===== src/pkg/uart_irq_pkg.sv =====
/*
  Package for the UART interrupt enable/status block: APB offsets, field
  positions, reset values, source codes and carrier structs.
  Assumes a 32-bit APB master and a UART core that supplies event levels.
*/
// Functional notes
// - rx data interrupt follows fifo trigger level
// - data-ready flag set on push, clear empty
// - enables 0-3 clear gives polled mode
// - line status bits 0..7 layout as documented
// - rx enable: char present or trigger reached
// - tx ready on empty/below trigger, also at enable
// - overrun immediate; errors at head or entry
// - modem change bits 0-3 interrupt when enabled
// - upper enable bits writable only with enhanced enable
// - rts low-to-high interrupts under auto rts
// - cts low-to-high interrupts under auto cts
// - status read shows highest, others stay queued; any status read here also clears tx ready and char match
// - timeout after 4 chars plus 12 bits
// - tx ready cleared by status read or write
// - xon/xoff/special interrupt and its clearing
// - line read clears line; modem read clears modem, flow
// - rx data interrupt cleared only by level crossing
// - wake-up flag raises no irq, cleared by status read; source reads 01
// - six-bit source codes by priority
// - bit 0 low while pending, reset high
// - bit 4 xon/xoff/special only with enhanced enable
// - bit 5 cts/rts change only with enhanced enable
// - bits 7:6 follow fifo enable
package uart_irq_pkg;
  localparam logic [11:0] OFF_MASK   = 12'h000;
  localparam logic [11:0] OFF_SOURCE = 12'h004;
  localparam logic [11:0] OFF_LINE   = 12'h008;
  localparam logic [11:0] OFF_CTRL   = 12'h00C;
  localparam logic [11:0] OFF_TOUT   = 12'h010;

  localparam logic [7:0] MASK_RESET = 8'h00;
  localparam logic [7:0] CTRL_RESET = 8'h00;
  localparam logic [5:0] CODE_LINE  = 6'h06;
  localparam logic [5:0] CODE_TOUT  = 6'h0C;
  localparam logic [5:0] CODE_RXD   = 6'h04;
  localparam logic [5:0] CODE_TXR   = 6'h02;
  localparam logic [5:0] CODE_MODEM = 6'h00;
  localparam logic [5:0] CODE_CHAR  = 6'h10;
  localparam logic [5:0] CODE_FLOW  = 6'h20;
  localparam logic [5:0] CODE_NONE  = 6'h01;

  // control register fields (written by software)
  localparam int CTRL_FIFO_EN  = 0;
  localparam int CTRL_ENH_EN   = 1;
  localparam int CTRL_AUTO_RTS = 2;
  localparam int CTRL_AUTO_CTS = 3;
  localparam int CTRL_ERR_AT_ENTRY = 4;

  // timeout: 4 chars of 10 bits plus 12 bits, in bit times
  localparam int TOUT_CHAR_BITS = 10;
  localparam int TOUT_BITS      = 4 * TOUT_CHAR_BITS + 12;

  typedef struct packed {
    logic       rx_push;      // char moved from shifter into fifo
    logic       rx_empty;
    logic       rx_at_trig;   // level at or above trigger
    logic       rx_read;      // host read of receive holding reg
    logic       tx_empty;     // holding reg / fifo empty
    logic       tx_below_trig;
    logic       tx_all_empty; // fifo and shifter empty
    logic       tx_write;     // host write of transmit holding reg
    logic       overrun;
    logic [2:0] head_err;     // parity, framing, break at read head
    logic [2:0] push_err;     // same, of char being pushed
    logic       any_fifo_err;
    logic [3:0] modem_delta;
    logic       modem_read;
    logic       char_match;   // xon, xoff or special detected
    logic       rts_n;
    logic       cts_n;        // raw pin, synchronised inside
    logic       woke;         // pulse on leaving sleep
    logic       bit_tick;     // one pulse per bit time
  } uart_ev_t;

  typedef struct packed {
    logic       irq;
    logic       sleep_en;
    logic [7:0] line_status;
  } irq_out_t;
endpackage


===== src/rtl/uart_interrupt_enable_status.sv =====
/*
  Interrupt mask, priority encoder, source-code and line-status reporting
  for a fifo UART, reached over APB.
  Assumes the UART core supplies the event struct on pclk, except cts_n
  which is a pin and is synchronised here.
*/
// Register access over APB and the register offsets are this design's own decisions.
module uart_interrupt_enable_status (
  // clock and reset
  input  wire logic                    pclk,
  input  wire logic                    presetn,
  // apb slave
  input  wire logic                    psel,
  input  wire logic                    penable,
  input  wire logic                    pwrite,
  input  wire logic [11:0]             paddr,
  input  wire logic [31:0]             pwdata,
  output logic      [31:0]             prdata,
  output logic                         pready,
  output logic                         pslverr,
  // uart core side
  input  wire uart_irq_pkg::uart_ev_t  ev,
  output uart_irq_pkg::irq_out_t       out
);
  typedef enum logic [7:0] {
    SRC_NONE  = 8'h01,
    SRC_LINE  = 8'h02,
    SRC_TOUT  = 8'h04,
    SRC_RXD   = 8'h08,
    SRC_TXR   = 8'h10,
    SRC_MODEM = 8'h20,
    SRC_CHAR  = 8'h40,
    SRC_FLOW  = 8'h80
  } src_t;

  logic [7:0]  mask_q, mask_d;
  logic [7:0]  ctrl_q, ctrl_d;
  logic        line_q, line_d;
  logic        txr_q, txr_d;
  logic        tout_q, tout_d;
  logic        char_q, char_d;
  logic        flow_q, flow_d;
  logic        wake_q, wake_d;
  logic        ovr_q, ovr_d;
  logic        txe_q, txe_d;
  logic        rts_q, rts_d;
  logic        cts_s1_q, cts_s2_q, cts_s3_q;
  logic [5:0]  tcnt_q, tcnt_d;
  logic [31:0] prdata_q, prdata_d;
  src_t        src;
  logic [7:0]  line_condition_reg;

  wire acc   = psel && penable;
  wire wr    = acc && pwrite;
  wire rd    = acc && !pwrite;
  wire enh   = ctrl_q[uart_irq_pkg::CTRL_ENH_EN];
  wire fifo  = ctrl_q[uart_irq_pkg::CTRL_FIFO_EN];
  wire rd_src  = rd && paddr == uart_irq_pkg::OFF_SOURCE;
  wire rd_line = rd && paddr == uart_irq_pkg::OFF_LINE;
  wire mapped  = paddr == uart_irq_pkg::OFF_MASK || paddr == uart_irq_pkg::OFF_SOURCE
              || paddr == uart_irq_pkg::OFF_LINE || paddr == uart_irq_pkg::OFF_CTRL
              || paddr == uart_irq_pkg::OFF_TOUT;

  // pending sources: core levels and the sticky flags held in this block
  wire rxd_pend   = mask_q[0] && (fifo ? ev.rx_at_trig : !ev.rx_empty);
  wire err_now    = ctrl_q[uart_irq_pkg::CTRL_ERR_AT_ENTRY] ? 1'b0 : |ev.head_err;
  wire line_pend  = mask_q[2] && (line_q || err_now);
  wire modem_pend = mask_q[3] && |ev.modem_delta;
  wire tout_pend  = mask_q[0] && tout_q;
  wire txr_pend   = mask_q[1] && txr_q;
  wire char_pend  = enh && mask_q[5] && char_q;
  wire flow_pend  = enh && (mask_q[6] | mask_q[7]) && flow_q;

  // fixed priority; lower sources stay pending until their own clear, except tx ready and char match, which any source read clears
  always_comb begin
    if (line_pend)       src = SRC_LINE;
    else if (tout_pend)  src = SRC_TOUT;
    else if (rxd_pend)   src = SRC_RXD;
    else if (txr_pend)   src = SRC_TXR;
    else if (modem_pend) src = SRC_MODEM;
    else if (char_pend)  src = SRC_CHAR;
    else if (flow_pend)  src = SRC_FLOW;
    else                 src = SRC_NONE;
  end

  function automatic logic [5:0] src_code(input src_t s);
    case (s)
      SRC_LINE:  src_code = uart_irq_pkg::CODE_LINE;
      SRC_TOUT:  src_code = uart_irq_pkg::CODE_TOUT;
      SRC_RXD:   src_code = uart_irq_pkg::CODE_RXD;
      SRC_TXR:   src_code = uart_irq_pkg::CODE_TXR;
      SRC_MODEM: src_code = uart_irq_pkg::CODE_MODEM;
      SRC_CHAR:  src_code = uart_irq_pkg::CODE_CHAR;
      SRC_FLOW:  src_code = uart_irq_pkg::CODE_FLOW;
      default:   src_code = uart_irq_pkg::CODE_NONE;
    endcase
  endfunction

  // line status view; polled mode needs no enables at all
  always_comb begin
    line_condition_reg[0]   = !ev.rx_empty;
    line_condition_reg[1]   = ovr_q;
    line_condition_reg[4:2] = ev.head_err;
    line_condition_reg[5]   = ev.tx_empty;
    line_condition_reg[6]   = ev.tx_all_empty;
    line_condition_reg[7]   = ev.any_fifo_err;
  end

  always_comb begin
    mask_d = mask_q;
    ctrl_d = ctrl_q;
    if (wr && paddr == uart_irq_pkg::OFF_MASK) begin
      mask_d[3:0] = pwdata[3:0];
      if (enh) begin
        mask_d[7:4] = pwdata[7:4];
      end
    end
    if (wr && paddr == uart_irq_pkg::OFF_CTRL) begin
      ctrl_d = pwdata[7:0];
    end
  end

  // sticky flags: a set in the clearing cycle wins
  always_comb begin
    ovr_d  = (ovr_q && !rd_line) || ev.overrun;
    line_d = (line_q && !rd_line) || ev.overrun
          || (ctrl_q[uart_irq_pkg::CTRL_ERR_AT_ENTRY] && ev.rx_push && |ev.push_err);
    txe_d  = ev.tx_empty;
    txr_d  = txr_q;
    if (rd_src || ev.tx_write) begin
      txr_d = 1'b0;
    end
    if ((fifo ? ev.tx_below_trig : (ev.tx_empty && !txe_q))
        || (wr && paddr == uart_irq_pkg::OFF_MASK && pwdata[1] && !mask_q[1] && ev.tx_empty)) begin
      txr_d = 1'b1;
    end
    char_d = char_q;
    if (rd_src || ev.rx_push) begin
      char_d = 1'b0;
    end
    if (ev.char_match) begin
      char_d = 1'b1;
    end
    rts_d  = ev.rts_n;
    flow_d = flow_q;
    if (ev.modem_read) begin
      flow_d = 1'b0;
    end
    if ((mask_q[6] && ctrl_q[uart_irq_pkg::CTRL_AUTO_RTS] && ev.rts_n && !rts_q)
        || (mask_q[7] && ctrl_q[uart_irq_pkg::CTRL_AUTO_CTS] && cts_s2_q && !cts_s3_q)) begin
      flow_d = 1'b1;
    end
    wake_d = (wake_q && !rd_src) || ev.woke;
  end

  // receive timeout counts bit times while data idles in the fifo
  always_comb begin
    tcnt_d = tcnt_q;
    tout_d = tout_q;
    if (ev.rx_read) begin
      tout_d = 1'b0;
    end
    if (ev.rx_empty || ev.rx_push || ev.rx_read) begin
      tcnt_d = '0;
    end else if (ev.bit_tick) begin
      if (tcnt_q == 6'(uart_irq_pkg::TOUT_BITS - 1)) begin
        tout_d = 1'b1;
        tcnt_d = '0;
      end else begin
        tcnt_d = tcnt_q + 6'h01;
      end
    end
  end

  always_comb begin
    prdata_d = 32'h0000_0000;
    if (psel && !penable && !pwrite) begin
      case (paddr)
        uart_irq_pkg::OFF_MASK:   prdata_d[7:0] = mask_q;
        uart_irq_pkg::OFF_SOURCE: prdata_d[7:0] = {{2{fifo}}, src_code(src)};
        uart_irq_pkg::OFF_LINE:   prdata_d[7:0] = line_condition_reg;
        uart_irq_pkg::OFF_CTRL:   prdata_d[7:0] = ctrl_q;
        uart_irq_pkg::OFF_TOUT:   prdata_d[7:0] = {1'b0, wake_q, tcnt_q};
        default:                  prdata_d = 32'h0000_0000;
      endcase
    end else if (acc) begin
      prdata_d = prdata_q;
    end
  end

  always_ff @(posedge pclk or negedge presetn) begin
    if (!presetn) begin
      mask_q   <= uart_irq_pkg::MASK_RESET;
      ctrl_q   <= uart_irq_pkg::CTRL_RESET;
      line_q   <= 1'b0;
      ovr_q    <= 1'b0;
      txr_q    <= 1'b0;
      txe_q    <= 1'b0;
      tout_q   <= 1'b0;
      tcnt_q   <= 6'h00;
      char_q   <= 1'b0;
      flow_q   <= 1'b0;
      rts_q    <= 1'b1;
      cts_s1_q <= 1'b1;
      cts_s2_q <= 1'b1;
      cts_s3_q <= 1'b1;
      wake_q   <= 1'b0;
      prdata_q <= 32'h0000_0000;
    end else begin
      mask_q   <= mask_d;
      ctrl_q   <= ctrl_d;
      line_q   <= line_d;
      ovr_q    <= ovr_d;
      txr_q    <= txr_d;
      txe_q    <= txe_d;
      tout_q   <= tout_d;
      tcnt_q   <= tcnt_d;
      char_q   <= char_d;
      flow_q   <= flow_d;
      rts_q    <= rts_d;
      cts_s1_q <= ev.cts_n;
      cts_s2_q <= cts_s1_q;
      cts_s3_q <= cts_s2_q;
      wake_q   <= wake_d;
      prdata_q <= prdata_d;
    end
  end

  assign prdata          = prdata_q;
  assign pready          = 1'b1;
  assign pslverr         = acc && !mapped;
  assign out.irq         = src != SRC_NONE;
  assign out.sleep_en    = mask_q[4];
  assign out.line_status = line_condition_reg;
endmodule


===== config.mk =====
export PLATFORM = sky130hd
export DESIGN_NAME = uart_interrupt_enable_status
export DESIGN_NICKNAME = d
export VERILOG_FILES = /design/src/pkg/uart_irq_pkg.sv /design/src/rtl/uart_interrupt_enable_status.sv
export SDC_FILE = /design/constraint.sdc
export NUM_CORES = 1
export LEC_CHECK = 0
export BUFFER_PORTS_ARGS = -buffer_cell sky130_fd_sc_hd__clkbuf_2
export CAP_MARGIN = 20
export CELL_PAD_IN_SITES_DETAIL_PLACEMENT = 1
export CELL_PAD_IN_SITES_GLOBAL_PLACEMENT = 2
export CORE_ASPECT_RATIO = 0.6
export CORE_MARGIN = 3
export CORE_UTILIZATION = 30
export CTS_BUF_LIST = sky130_fd_sc_hd__clkbuf_4 sky130_fd_sc_hd__clkbuf_8
export DETAILED_ROUTE_END_ITERATION = 10
export PLACE_DENSITY = 0.86
export SYNTH_ARGS = -nofsm -noshare
export SYNTH_HDL_FRONTEND = slang
export SYNTH_SLANG_ARGS = --single-unit

===== constraint.sdc =====
create_clock -name pclk -period 3.2 [get_ports pclk]
set_clock_uncertainty 0.15 [all_clocks]
set_input_delay 0.8 -clock pclk [delete_from_list [all_inputs] [get_ports pclk]]
set_output_delay 0.8 -clock pclk [all_outputs]
set_load 0.02 [all_outputs]

After elaboration in Yosys (flattened, before gate mapping)
Cells that the tools add are included.
- register bits after elaboration: 66
- output and inout bits: 44
- input port bits: 75
- word-level logic and storage cells: 128
- $add $sub $neg: 1
- equal/unequal tests: 14
- bitwise gates (word level): 1
- reductions and logical operators: 68
- multiplexer cells: 27
- operators by type and width (cell ; count):
    $mux W32 ; 2
    $mux W8 ; 7
    $pmux W6 S7 ; 1
    $pmux W8 S5 ; 1
    $logic_and A1 B1 Y1 ; 34
    $eq A12 B4 Y1 const B ; 2
    $mux W6 ; 3
    $logic_or A1 B1 Y1 ; 15
    $mux W1 ; 13
    $eq A12 B3 Y1 const B ; 1
    $eq A12 B5 Y1 const B ; 1
    $logic_not A12 Y1 ; 1
    $logic_not A1 Y1 ; 10
    $eq A8 B2 Y1 const B ; 1
    $eq A8 B3 Y1 const B ; 1
    $eq A8 B4 Y1 const B ; 1
    $eq A8 B5 Y1 const B ; 1
    $eq A8 B6 Y1 const B ; 1
    $eq A8 B7 Y1 const B ; 1
    $eq A8 B8 Y1 const B ; 1
    $ne A8 B1 Y1 const B ; 1
    $reduce_bool A2 Y1 ; 4
    $add A6 B1 Y6 const B ; 1
    $eq A6 B6 Y1 const B ; 1
    other kinds (5) ; 6

Depth between registers and ports, before layout
- depth after elaboration: 14
- gate-level depth with buffers: 6
- gate-level depth less buffers: 6

Worst setup path after synthesis
No wires, ideal clock.
- kind: input to output
- start: input ev[14] in the netlist's numbering
- end: output out[9] in the netlist's numbering
- required time: 2.250 ns
- arrival time: 1.910 ns
- cell stages on the path: 4
- buffers on the path: 0
- setup slack: 0.340 ns
- cell sequence: or4_1 > and3_1 > a21oi_1 > nand2_1
- RTL lines (item ; line ; RTL):
    from (decl) ; uart_interrupt_enable_status.sv:22 ; input wire uart_irq_pkg::uart_ev_t ev,
    to (decl) ; uart_interrupt_enable_status.sv:23 ; output uart_irq_pkg::irq_out_t out

==> out/results.ini <==
[sta]
relSlewSlack_pct = 63.0
finalSetupTns_ps = 0
max_slew.worst_pin.slew_ps = 551
rsz0062_at_grt = false
timing.final.ws_setup_ps = 167
finalHoldViolCount = 0
finalCritPeriodShare_pct = 94.8
fmax_mhz = 330
finalMaxSlewViolations = 0
finalSetupViolations = 0
min_period_ps = 3030

[synth]
syn-cell-area_um2 = 2560
postSynthCellCount = 244
synth_area_per_cell_um2 = 10.5
synth.distinct_cells = 60
synthArstFlopShare_pct = 100
ys_ff_latch = 42
synth_edf_count = 0
ys_warn_count = 0
ys_seq_area_share_pct = 41.2
ys.flop_type = dfrtp_1

[routing]
routed-via-count = 2076
routed_wl_um = 7580
dr.pass1.iters = 4
detail-route-antenna-nets = 0
drc = 0
drt-vias-per-instance = 4.93
routedWlPerCell_um = 18.0
drtIter0Drc = 80

[floorplan]
rows = 25
core_um2 = 8070
die_w_um = 125
ioPinCount = 119
die_h_um = 77.6
die_area_um2 = 9730
initial_utilization_pct = 31.8

[placed_design]
place_ws_ps = 195
placed_area_um2 = 2910
hpwlAfterDp_um = 6030
dp_cells = 413
gp_congestion = 0.782
io_buffers = 69

[clocking]
hold_buffers = 0
cts_root_buffer = clkbuf_8
cts_tree = yes
cts_max_level = 2
post_cts_buffers = 0
cts_sinks = 42
cts.clk_slew.worst_paths_ps = 90
clkLatencyLatePin_ps = 310
cts_made_buffers = 5
cts_resized = 0
clk_path_buf_depth = 2

[setup_path]
cp_max_fo = 3
crit_required_ps = 2250
rrSetupSlack_ps = 1330
critPathMostFrequentCell = clkbuf_2
reg2reg_depth = 6
end_kind = output port
critical-path-top-delay-family = simple AND/OR/NAND/NOR gates
slowest_delay_ps = 510
slowest_stage = or4_1
r2r-start = tcnt_q[0]
worst-setup-path-type = in -> out
worstPathArrival_ps = 2080
critPathBufInv = 2
cp-start-kind = input pin
path_cells = clkbuf_2, or4_1, and3_1, a21oi_1, nand2_1, clkbuf_2
r2r_end = tcnt_q[3]

[layout]
final_cells = 421
synthToLayoutAreaGrowth_pct = 16.9
num_antenna_cells = 0
finalNetCount = 388
final_common_cell = clkbuf_2
design_area_um2 = 3000
fin_util_pct = 37.1
drive_gt1_share_pct = 35.8
final_cell_mix = clkbuf_2 (69), dfrtp_1 (38), conb_1 (25)

[power_and_ir_drop]
switching_power_uw = 302
netSwitchingFraction_pct = 29.2
combPwrFrac_pct = 12.6
p_leak_uw = 0.00145
power_density_nw_per_um2 = 345
power_frac_seq_pct = 52.3
vdd_ir_drop_max_v = 0.000148
p_int_uw = 734
clkPwrFrac_pct = 35.1

[grt]
antenna_found_initial = 0
grt_pass1_wl_um = 12000
track_usage_pct = 15.8
grt_pass1_vias = 2158
grt_max_degree = 43
grt-ovfl-total = 0

[min_path]
hp-class = reg -> reg
min_to = cts_s2_q
hp-start = cts_s1_q
hold_depth = 0

[job]
maxCapViolCount = 0

[run_status]
status = complete, no violations

layer usage:
metal	part of all wire, %	vias up	wire, um	track usage (%)
li1	-	972	-	-
met3	6.0	4	454	4.81
met2	44	50	3320	22.9
met1	50	1050	3770	23.4
met5	0	-	0	0
met4	0.50	0	38	2.92
cells by family (layout without fill, tap and decap cells):
family / count (synthesis) / in the layout / synth area share (%)
AND/OR/NAND/NOR: 90 / 90 / 22.4
AO/OA/AOI/OAI: 43 / 43 / 12.1
flip-flops: 42 / 42 / 41.2
buffers and inverters: 40 / 86 / 10.7
multiplexers: 26 / 26 / 12.8
other: 2 / 25 / 0.293
adder cells (fa/ha/maj): 1 / 1 / 0.488
power by group through the flow:
stage | registers (uW) | logic [uW] | clock network (uW)
final | 541 | 131 | 364
after global routing | 542 | 143 | 395
after CTS | 541 | 131 | 371
after detailed placement | 551 | 131 | 0
after global placement | 551 | 128 | 0
after floorplan | 550 | 91.8 | 0
state kept, by name, summed over array words and instances (netlist names):
name      flops
mask_q        8
flow_q        1
tout_q        1
cts_s2_q      1
line_q        1
char_q        1
ctrl_q        8
ovr_q         1
cts_s3_q      1
txr_q         1
rts_q         1
prdata        8
wake_q        1
cts_s1_q      1
txe_q         1
tcnt_q        6
synth_stat cells (4+ instances only):
master	number	area [um2]
inv_1	4	15.0
mux2i_1	8	80.1
buf_4	33	248
mux2_1	4	45.0
nor2_1	11	41.3
mux2_4	8	120
o21ai_0	11	55.1
a21oi_1	4	20.0
nand2_1	18	67.6
mux2_2	5	56.3
dfrtp_1	38	951
dfstp_2	4	105
and3_1	9	56.3
a22oi_1	4	30.0
nand2b_1	8	50.1
nand3_1	11	55.1
cell type report:
class / instances / area, um2
Fill cell: 957 / 5070
Timing Repair Buffer: 74 / 383
Clock inverter: 3 / 21.3
Inverter: 4 / 15.0
Tap cell: 108 / 135
Sequential cell: 42 / 1060
Multi-Input combinational cell: 185 / 1320
Clock buffer: 5 / 68.8
worst max path at each step:
stage	startpoint	to	slack (ps)	cells past startpoint
CTS	ev[14]	out[9]	190	6
global route	ev[14]	out[9]	80	6
finish	ev[14]	out[9]	170	6
floorplan	ev[14]	out[9]	340	4
global placement	ev[14]	out[9]	190	6
detailed placement	ev[14]	out[9]	200	6
metrics by stage:
step           total power, uW  hold WS, ps
3_5_place_dp               682          198
4_1_cts                   1040          211
5_1_grt                   1080          221
6_report                  1040          211
3_3_place_gp               679          197
2_1_floorplan              642          195
Power figures use the tool's default switching activity.
